File: config.mk
export PLATFORM = sky130hd
export DESIGN_NAME = paof_top
export DESIGN_NICKNAME = d
export VERILOG_FILES = /design/src/common/paof_pkg.sv /design/src/rtl/paof_top.sv /design/src/rtl/paof_pin.sv
export SDC_FILE = /design/constraint.sdc
export NUM_CORES = 1
export LEC_CHECK = 0
export BUFFER_PORTS_ARGS = -buffer_cell sky130_fd_sc_hd__buf_2
export CAP_MARGIN = 20
export CORE_AREA = 2 2 50 52
export DETAILED_ROUTE_END_ITERATION = 16
export DIE_AREA = 0 0 52 54
export HOLD_SLACK_MARGIN = 0.15
export PLACE_DENSITY = 0.81
export REMOVE_ABC_BUFFERS = 1
export SLEW_MARGIN = 20
export SYNTH_ARGS = -nofsm -noshare
export SYNTH_HDL_FRONTEND = slang
export SYNTH_SLANG_ARGS = --single-unit
File: constraint.sdc
create_clock -name CLOCK -period 1.25 [get_ports CLOCK]
set_input_delay 0.25 -clock CLOCK [delete_from_list [all_inputs] [get_ports CLOCK]]
set_output_delay 0.25 -clock CLOCK [all_outputs]
set_load 0.05 [all_outputs]
File: src/common/paof_pkg.sv
package paof_pkg;

  // ****************************************************************
  // pin positions on port a
  // ****************************************************************
  localparam int PIN_COUNT     = 8;
  localparam int PIN_RX        = 0;
  localparam int PIN_TX        = 1;
  localparam int PIN_MISO      = 2;
  localparam int PIN_MOSI      = 4;
  localparam int PIN_SCK       = 5;
  localparam int PIN_SEL       = 6;
  localparam int PIN_REF       = 7;

  // ****************************************************************
  // reset values of registered outputs
  // ****************************************************************
  localparam logic [7:0] RST_BYTE = 8'h00;

  // ****************************************************************
  // peripheral controls feeding the override logic
  // ****************************************************************
  typedef struct packed {
    logic spi_enable;      // spi on
    logic spi_master;      // 1 master, 0 slave
    logic spi_sck_out;     // master clock out
    logic spi_mosi_out;    // master data out
    logic spi_miso_out;    // slave data out
    logic three_wire_mode; // three-wire serial mode
    logic three_wire_dout; // serial data out
    logic timer0_oc_en;    // compare output a connected
    logic timer0_oc_val;   // compare output a level
    logic uart_tx_enable;  // uart transmitter on
    logic uart_tx_data;    // uart tx level
    logic lin_enable;      // lin controller on
    logic lin_tx_data;     // lin tx level
    logic ref_out_enable;  // reference output enable bit
    logic adc_internal_ref;// adc uses an internal reference
    logic adc_external_ref;// pin is external ref or bypass node
    logic pullup_disable;  // global or port-wise pull-up disable
  } paof_periph_s;

  // per-pin override bundle
  typedef struct packed {
    logic puoe;
    logic puov;
    logic ddoe;
    logic direction_override_value;
    logic pvoe;
    logic pvov;
  } paof_ovr_s;

endpackage

File: src/rtl/paof_top.sv
`timescale 1ns/1ps
module paof_top
  import paof_pkg::*;
(
  input  wire logic               CLOCK,          // i/o clock
  input  wire logic               RST,            // sync reset, high
  input  wire logic [7:0]         DIR_BITS,       // data direction bits
  input  wire logic [7:0]         PORT_BITS,      // port output bits
  input  paof_pkg::paof_periph_s  PERIPH,         // peripheral controls
  input  wire logic [7:0]         PAD_IN,         // pad levels
  output logic      [7:0]         PAD_OE,         // driver enable per pad
  output logic      [7:0]         PAD_OUT,        // driven value per pad
  output logic      [7:0]         PAD_PULLUP,     // pull-up enable per pad
  output logic      [7:0]         PIN_CHANGE_SRC, // pin change sources
  output logic                    SPI_SLAVE_ACTIVE, // slave selected
  output logic                    REFERENCE_VOLTAGE_OUTPUT, // ref driven on bit7
  output logic      [7:0]         PAD_IN_Q        // registered pad levels
);

  import paof_pkg::*;

  // ****************************************************************
  // mode decode
  // ****************************************************************
  logic spi_m;
  logic spi_s;
  logic lin_tx_en;
  logic ref_off;
  paof_ovr_s ovr [PIN_COUNT];
  logic [7:0] pad_oe_raw;
  logic [7:0] pad_out_raw;
  logic [7:0] pad_pull_raw;
  logic [7:0] pad_in_q;

  // no flops here: pads follow the enables in the same cycle
  always_comb begin
    spi_m     = PERIPH.spi_enable & PERIPH.spi_master;
    spi_s     = PERIPH.spi_enable & ~PERIPH.spi_master;
    lin_tx_en = PERIPH.uart_tx_enable | PERIPH.lin_enable;
    ref_off   = (PERIPH.ref_out_enable & PERIPH.adc_internal_ref)
              | PERIPH.adc_external_ref;
    REFERENCE_VOLTAGE_OUTPUT = PERIPH.ref_out_enable & PERIPH.adc_internal_ref;
  end

  // ****************************************************************
  // per-pin override tables
  // ****************************************************************
  always_comb begin
    for (int i = 0; i < PIN_COUNT; i++) begin
      ovr[i] = '0;
    end
    // select pad: forced input as slave, pull-up by port bit
    ovr[PIN_SEL].ddoe = spi_s;
    ovr[PIN_SEL].puoe = spi_s;
    ovr[PIN_SEL].puov = PORT_BITS[PIN_SEL] & ~PERIPH.pullup_disable;
    // clock pad
    ovr[PIN_SCK].ddoe = spi_s;
    ovr[PIN_SCK].puoe = spi_s;
    ovr[PIN_SCK].puov = PORT_BITS[PIN_SCK] & ~PERIPH.pullup_disable;
    ovr[PIN_SCK].pvoe = spi_m;
    ovr[PIN_SCK].pvov = PERIPH.spi_sck_out;
    // master-out/slave-in pad; three-wire mode leaves it alone
    ovr[PIN_MOSI].ddoe = spi_s;
    ovr[PIN_MOSI].puoe = spi_s;
    ovr[PIN_MOSI].puov = PORT_BITS[PIN_MOSI] & ~PERIPH.pullup_disable;
    ovr[PIN_MOSI].pvoe = spi_m;
    ovr[PIN_MOSI].pvov = PERIPH.spi_mosi_out;
    // master-in/slave-out pad
    ovr[PIN_MISO].ddoe = spi_m;
    ovr[PIN_MISO].puoe = spi_m;
    ovr[PIN_MISO].puov = PORT_BITS[PIN_MISO] & ~PERIPH.pullup_disable;
    // value only; direction bit still gates the driver
    ovr[PIN_MISO].pvoe = spi_s | PERIPH.three_wire_mode | PERIPH.timer0_oc_en;
    ovr[PIN_MISO].pvov = spi_s ? PERIPH.spi_miso_out :
                         PERIPH.three_wire_mode ? PERIPH.three_wire_dout :
                         PERIPH.timer0_oc_val;
    // transmit pad
    ovr[PIN_TX].ddoe = lin_tx_en;
    ovr[PIN_TX].direction_override_value = lin_tx_en;
    ovr[PIN_TX].puoe = lin_tx_en;
    ovr[PIN_TX].puov = 1'b0;
    ovr[PIN_TX].pvoe = lin_tx_en;
    ovr[PIN_TX].pvov = PERIPH.lin_enable ? PERIPH.lin_tx_data : PERIPH.uart_tx_data;
    // reference pad
    ovr[PIN_REF].ddoe = ref_off;
    ovr[PIN_REF].direction_override_value = 1'b0;
    ovr[PIN_REF].puoe = ref_off;
    ovr[PIN_REF].puov = 1'b0;
  end

  // ****************************************************************
  // pin slices
  // ****************************************************************
  for (genvar g = 0; g < PIN_COUNT; g++) begin : g_pin
    paof_pin u_pin (
      .dir_bit  (DIR_BITS[g]),
      .port_bit (PORT_BITS[g]),
      .pud      (PERIPH.pullup_disable),
      .ovr      (ovr[g]),
      .oe       (pad_oe_raw[g]),
      .val      (pad_out_raw[g]),
      .pull     (pad_pull_raw[g])
    );
  end

  always_comb begin
    PAD_OE     = pad_oe_raw;
    PAD_OUT    = pad_out_raw & pad_oe_raw;
    PAD_PULLUP = pad_pull_raw;
  end

  // ****************************************************************
  // input side
  // ****************************************************************
  always_ff @(posedge CLOCK) begin
    if (RST) begin
      pad_in_q <= RST_BYTE;
    end else begin
      pad_in_q <= PAD_IN;
    end
  end

  always_comb begin
    PAD_IN_Q         = pad_in_q;
    PIN_CHANGE_SRC   = PAD_IN;
    // active-low select; master must hold it low for the whole frame
    SPI_SLAVE_ACTIVE = spi_s & ~PAD_IN[PIN_SEL];
  end

  // software's job: bit4 input for three-wire receive, bit2 output for timer

endmodule // paof_top

File: src/rtl/paof_pin.sv
`timescale 1ns/1ps
module paof_pin
  import paof_pkg::*;
(
  input  wire logic      dir_bit,   // data direction bit
  input  wire logic      port_bit,  // port output bit
  input  wire logic      pud,       // pull-up disable
  input  paof_pkg::paof_ovr_s ovr,  // override bundle
  output logic           oe,        // output driver enable
  output logic           val,       // output value
  output logic           pull       // pull-up enable
);

  always_comb begin
    oe   = ovr.ddoe ? ovr.direction_override_value : dir_bit;
    val  = ovr.pvoe ? ovr.pvov : port_bit;
    pull = ovr.puoe ? ovr.puov : (~oe & port_bit & ~pud);
  end

endmodule // paof_pin

==> metrics.log, run 1 <==
[metrics] vias in the first global route: roughly 670
[metrics] number of cells in the design after placement: between 150 and 200
[metrics] Max Cap Viol: 0
[metrics] Mean Syn Cell Area: approximately 8.3 sq um
[metrics] input/output buffers: 84
[metrics] initial cell density of the core: between 20% and 30%
[metrics] largest net degree at the start of global routing: 9
[metrics] final period demand of the worst path: ~1.4 ns
[metrics] Synth Register Bits: 8
[metrics] maximum clock insertion buffer count: 2
[metrics] number of antenna diodes: 0
[metrics] cell internal power dissipation: around 0.56 mW
[metrics] Crit path arrival time: between 1 and 1.5 ns
[metrics] summed instance area of the synthesized netlist: 671 sq um
[metrics] DRT Wirelength: between 1.5 and 2 mm
[metrics] crit path launch: PERIPH[7]
[metrics] endpoint required time on the critical path: 1.00 ns
[metrics] number of standard cells in the layout, taps in and fillers out: ~180
[metrics] clock-pin slew reported for the worst setup and hold paths after clock tree synthesis: about 0.05 ns
[metrics] smallest setup slack after layout: -0.132 ns
[metrics] result of the run: complete, but fails checks
[metrics] sort of element at the end of the critical path: primary output
[metrics] die boundary height: approximately 54 um
[metrics] Net count, final: between 150 and 200
[metrics] sequential power share: ~28%
[metrics] critical path class: in -> out
[metrics] number of synthesized flops with an enable pin: 0
[metrics] area of the core region: between 2000 and 2500 sq um
[metrics] power dissipated by switching net loads: around 0.43 mW
[metrics] DRT Pass-1 Iters: 2
[metrics] DRC violation count after routing: 0
[metrics] antenna violations before repair: 0
[metrics] leftover overflow at the end of global routing: 0
[metrics] relative contribution of combinational cells to total power: 53.8%
[metrics] Tot Pwr: approximately 1 mW
[metrics] most frequent cells in the layout: sky130_fd_sc_hd__buf_2, sky130_fd_sc_hd__buf_6, sky130_fd_sc_hd__dfxtp_1, sky130_fd_sc_hd__nor2b_1, sky130_fd_sc_hd__buf_4
[metrics] Total Die Area: 2810 sq um
[metrics] overall via count from detail_route: about 800
[metrics] final setup vio count: 4
[metrics] number of warnings reported in the yosys synthesis log: 0
[metrics] minimum setup slack after placement: -0.235 ns
[metrics] gpl congestion: about 0.62
[metrics] largest fanout on the critical path: 2
[metrics] number of buffers created by CTS: 3
[metrics] fraction of registers with async set/reset: 0%
[metrics] Antenna Nets Post-Route: 0
[metrics] Peak VDD IR: between 0.4 and 0.5 mV
[metrics] sequential fraction of the synthesis area: roughly a quarter
[metrics] violation count after the first detailed-route iteration: 1
[metrics] most common cell after layout, fill and taps aside: sky130_fd_sc_hd__buf_2
[metrics] Peak Freq: around 720 MHz
[metrics] CTS tree: yes
[metrics] total routing usage reported by global routing: ~12%
[metrics] RSZ-0062 raised after global routing: yes
[metrics] prevailing post-synth register cell: sky130_fd_sc_hd__dfxtp_1
[metrics] area growth from synthesis to layout: 67.5%
[metrics] element type at the critical path start: input pin
[metrics] post-synthesis instance total: between 80 and 90
[metrics] row cnt: 18
[metrics] share of final-layout standard cells stronger than drive strength 1: between 70% and 80%
[metrics] dpl hpwl: 1.49 mm
[metrics] Worst Setup EP: PAD_PULLUP[1]
[metrics] via density per instance: around 4.4
[metrics] Pleak: between 0.6 and 0.7 nW
[metrics] Worst Max-Slew Pin Slew: about 0.25 ns
[metrics] clock power share: 18.7%
[metrics] violations in the final reports: negative setup slack
[metrics] total power density per cell area: 881 nW/um^2
[metrics] Largest register FFs: 8
[metrics] net switching fraction of the power: a little over two fifths
[metrics] DR WL/cell: approximately 11 um
[metrics] fin. max-slew vios: 0
[metrics] HP Class: in -> reg
[metrics] number of distinct library cell variants in the gate-level netlist after synthesis: 24
[metrics] final worst-path cycle share: 111%
[metrics] clock root buffer: sky130_fd_sc_hd__clkbuf_4
[metrics] Max H-tree Level: 1
[metrics] first-pass GRT wire length: roughly 2.5 mm
[metrics] top-level I/O count: 85
[metrics] remaining max-slew budget at the tightest pin: between 80% and 90%
[metrics] clock tree sinks: 8
[metrics] final hold viol count: 0
[metrics] summed negative setup slack over all endpoints: -0.165 ns
[metrics] horizontal die dimension: ~52 um
## metal layers
| metal | global-route usage [%] | share of wire (%) |
|---|---|---|
| met1 | 10.9 | 29 |
| met4 | 7.46 | 1.8 |
| met5 | 0 | 0 |
| met3 | 1.94 | 15 |
| met2 | 25.5 | 54 |
## kinds of logic (layout without fill, tap and decap cells)
kind of cell	count (synthesis)	in the layout	synth area share, %
and+or+nand+nor	35	35	37.1
AOI/OAI and AO/OA	9	9	8.39
buffers and inverters	28	95	29.1
muxes	1	1	1.49
DFF	8	8	23.9
## critical path, stage by stage
cell and delay [ns]:
sky130_fd_sc_hd__buf_6 0.10, sky130_fd_sc_hd__or3_4 0.40, sky130_fd_sc_hd__nor3b_4 0.20, sky130_fd_sc_hd__buf_6 0.18
## area by class of cell
| cell class | instances | area, sq um |
|---|---|---|
| fill | 233 | 1200 |
| inverter | 3 | 11.3 |
| timing repair buffer | 89 | 549 |
| multi-input combinational | 45 | 343 |
| sequential | 8 | 160 |
| clock buffer | 3 | 22.5 |
| tap | 30 | 37.5 |
## Yosys cell counts, types with 2 or more instances
cell / count / share of area (%)
sky130_fd_sc_hd__buf_4: 24 / 27
sky130_fd_sc_hd__dfxtp_1: 8 / 24
sky130_fd_sc_hd__nor2b_1: 8 / 7.5
sky130_fd_sc_hd__and2_1: 4 / 3.7
sky130_fd_sc_hd__nor3b_1: 4 / 4.5
sky130_fd_sc_hd__a21oi_1: 3 / 2.2
sky130_fd_sc_hd__and2_4: 3 / 3.9
sky130_fd_sc_hd__inv_1: 3 / 1.7
sky130_fd_sc_hd__nor3b_2: 3 / 5.6
sky130_fd_sc_hd__a21boi_0: 2 / 2.2
sky130_fd_sc_hd__and3_1: 2 / 1.9
sky130_fd_sc_hd__nand2_1: 2 / 1.1
sky130_fd_sc_hd__nand2b_1: 2 / 1.9
sky130_fd_sc_hd__nand3_1: 2 / 1.5
sky130_fd_sc_hd__o21ai_0: 2 / 1.5
## worst min path at each step
| stage | slack (ns) | cells past startpoint | from | end |
|---|---|---|---|---|
| after floorplan | 0.32 | 1 | RST | PAD_IN_Q[0] |
| after global placement | 0.48 | 2 | PAD_IN[5] | PAD_IN_Q[5] |
| after detailed placement | 0.49 | 2 | PAD_IN[0] | PAD_IN_Q[0] |
| after CTS | 0.22 | 2 | PAD_IN[0] | PAD_IN_Q[0] |
| after global routing | 0.24 | 2 | PAD_IN[0] | PAD_IN_Q[0] |
| final | 0.23 | 2 | PAD_IN[0] | PAD_IN_Q[0] |
## power groups by stage
stage / Combinational, mW / Clock (mW) / Sequential, mW
after floorplan: 0.210 / 0 / 0.327
after global placement: 0.489 / 0 / 0.276
after detailed placement: 0.493 / 0 / 0.277
after CTS: 0.524 / 0.201 / 0.272
after global routing: 0.560 / 0.203 / 0.273
final: 0.533 / 0.185 / 0.272
## timing repair
action	in CTS	in global routing
hold buffers	0	0
setup endpoints to repair	10	13
pin swaps	5	6
resized for setup	24	8
setup buffers	0	0
## through the flow
step | cell area [sq um] | util, % | hold WS (ns)
final | 1120 | 48.4 | 0.230
after CTS | 1100 | 47.3 | 0.221
after global placement | 995 | 42.9 | 0.476
after detailed placement | 995 | 42.9 | 0.486
after floorplan | 487 | - | 0.322
after global routing | 1120 | 48.4 | 0.241
No activity file was read; power rests on OpenSTA's default activity.
==> inputs of run 2 (changes only) <==
RECOVER_POWER = 50   (was unset)
==> metrics.log, run 2 (synthesized netlist as in run 1, its figures left out) <==
[metrics] Total Die Area: 2810 sq um
[metrics] top-level I/O count: 85
[metrics] fin. max-slew vios: 0
[metrics] Largest register FFs: 8
[metrics] clock-pin slew reported for the worst setup and hold paths after clock tree synthesis: ~0.050 ns
[metrics] via density per instance: 4.40
[metrics] Peak VDD IR: about 0.45 mV
[metrics] antenna violations before repair: 0
[metrics] largest net degree at the start of global routing: 9
[metrics] area growth from synthesis to layout: 65.5%
[metrics] total power density per cell area: about 900 nW/um^2
[metrics] final worst-path cycle share: 111%
[metrics] final period demand of the worst path: roughly 1.4 ns
[metrics] relative contribution of combinational cells to total power: a little over half
[metrics] crit-path cells: buf_6 -> or3_4 -> nor3b_4 -> buf_6
[metrics] Crit path arrival time: between 1 and 1.5 ns
[metrics] final setup vio count: 4
[metrics] minimum setup slack after placement: -0.235 ns
[metrics] Net count, final: ~190
[metrics] DR WL/cell: between 10 and 15 um
[metrics] post-route standard cell area excluding fillers: ~1100 sq um
[metrics] result of the run: complete, but fails checks
[metrics] area of the core region: 2320 sq um
[metrics] Max Cap Viol: 0
[metrics] overall via count from detail_route: ~780
[metrics] final hold viol count: 0
[metrics] RSZ-0062 raised after global routing: yes
[metrics] Antenna Nets Post-Route: 0
[metrics] horizontal die dimension: about 52 um
[metrics] clock tree sinks: 8
[metrics] leftover overflow at the end of global routing: 0
[metrics] Peak Freq: approximately 720 MHz
[metrics] share of final-layout standard cells stronger than drive strength 1: a little over three fifths
[metrics] most common cell after layout, fill and taps aside: sky130_fd_sc_hd__buf_2
[metrics] first-pass GRT wire length: around 2.5 mm
[metrics] total routing usage reported by global routing: 12.3%
[metrics] endpoint required time on the critical path: 1.00 ns
[metrics] largest fanout on the critical path: 2
[metrics] Worst Max-Slew Pin Slew: 0.598 ns
[metrics] smallest setup slack after layout: -0.132 ns
[metrics] Max H-tree Level: 1
[metrics] vias in the first global route: 669
[metrics] power dissipated by switching net loads: between 0.4 and 0.5 mW
[metrics] clock power share: between 10% and 20%
[metrics] most frequent cells in the layout: sky130_fd_sc_hd__buf_2, sky130_fd_sc_hd__buf_6, sky130_fd_sc_hd__clkbuf_1
[metrics] crit path max-delay cell type: sky130_fd_sc_hd__or3_4
[metrics] DRT Wirelength: roughly 1.9 mm
[metrics] Worst Hold Slack: roughly 0.23 ns
[metrics] violations in the final reports: negative setup slack
[metrics] number of buffers created by CTS: 3
[metrics] CTS tree: yes
[metrics] violation count after the first detailed-route iteration: 1
[metrics] critical path class: in -> out
[metrics] element type at the critical path start: input pin
[metrics] maximum clock insertion buffer count: 2
[metrics] Post-CTS Setup Repair Bufs: 0
[metrics] net switching fraction of the power: 43.8%
[metrics] delay of the slowest cell on the worst path: 0.40 ns
[metrics] number of cells in the design after placement: 175
[metrics] number of antenna diodes: 0
[metrics] clock root buffer: sky130_fd_sc_hd__clkbuf_4
[metrics] sort of element at the end of the critical path: primary output
[metrics] number of standard cells in the layout, taps in and fillers out: 178
[metrics] sequential power share: between 20 and 30%
[metrics] row cnt: 18
[metrics] dpl hpwl: about 1.5 mm
[metrics] gpl congestion: between 0.6 and 0.7
[metrics] Tot Pwr: ~0.98 mW
[metrics] cell area after placement: approximately 990 sq um
[metrics] remaining max-slew budget at the tightest pin: 60.3%
[metrics] HP Class: in -> reg
[metrics] Pleak: around 0.6 nW
[metrics] die boundary height: 54 um
[metrics] cell internal power dissipation: around 0.55 mW
[metrics] DRC violation count after routing: 0
[metrics] DRT Pass-1 Iters: 2
[metrics] input/output buffers: between 80 and 90
[metrics] Most common cell on crit path: sky130_fd_sc_hd__buf_6
[metrics] initial cell density of the core: approximately 29%
==> run 2: changes by cell type in the layout (fill, tap and decap cells not counted) <==
| cell | previous run | this run |
|---|---|---|
| sky130_fd_sc_hd__clkbuf_2 | 0 | 2 |
| sky130_fd_sc_hd__buf_2 | 69 | 56 |
| sky130_fd_sc_hd__clkbuf_1 | 0 | 11 |
==> run 2: metrics by stage <==
| stage | setup TNS, ns | utilization [%] |
|---|---|---|
| floorplan | -5.96 | - |
| global placement | -1.05 | 42.9 |
| detailed placement | -1.21 | 42.9 |
| CTS | -0.170 | 47.3 |
| global route | -0.457 | 47.8 |
| finish | -0.164 | 47.8 |
==> run 2: worst paths after layout <==
path | from | to | slack (ns) | cells after the start
hold / removal | PAD_IN[0] | PAD_IN_Q[0] | 0.23 | 2
setup / recovery | PERIPH[7] | PAD_PULLUP[1] | -0.13 | 4
==> run 2: area by class of cell <==
| type | count | area (sq um) |
|---|---|---|
| fill | 239 | 1210 |
| timing repair buffer | 89 | 536 |
| multi-input combinational | 45 | 343 |
| sequential | 8 | 160 |
| tap | 30 | 37.5 |
| clock buffer | 3 | 22.5 |
| inverter | 3 | 11.3 |
==> run 2: worst max-delay path, delay by kind of cell <==
family,cells,cell delay [ns]
buffers and inverters,2,0.28
and+or+nand+nor,2,0.60
==> run 2: timing repair <==
item,4_1_cts,5_1_grt
gates cloned,0,0
endpoints found under the hold margin,0,0
hold buffers,0,0
gates resized for setup,24,8
pin swaps,5,6
setup endpoints to repair,10,13
==> run 2: layer usage <==
layer  vias to the layer above  part of all wire, %  routed length [um]  track usage (%)
li1                        381                    -                   -                -
met1                       334                   30                 565             10.9
met2                        63                   54                1020             25.5
met3                         6                   15                 286             1.94
met4                         0                  1.8                  35             7.46
met5                         -                    0                   0                0
==> run 2: power by group through the flow <==
stage               Clock [mW]  Sequential (mW)  Combinational, mW
global placement             0            0.276              0.489
finish                   0.185            0.272              0.528
detailed placement           0            0.277              0.493
global route             0.203            0.273              0.555
CTS                      0.201            0.272              0.524
floorplan                    0            0.327              0.210
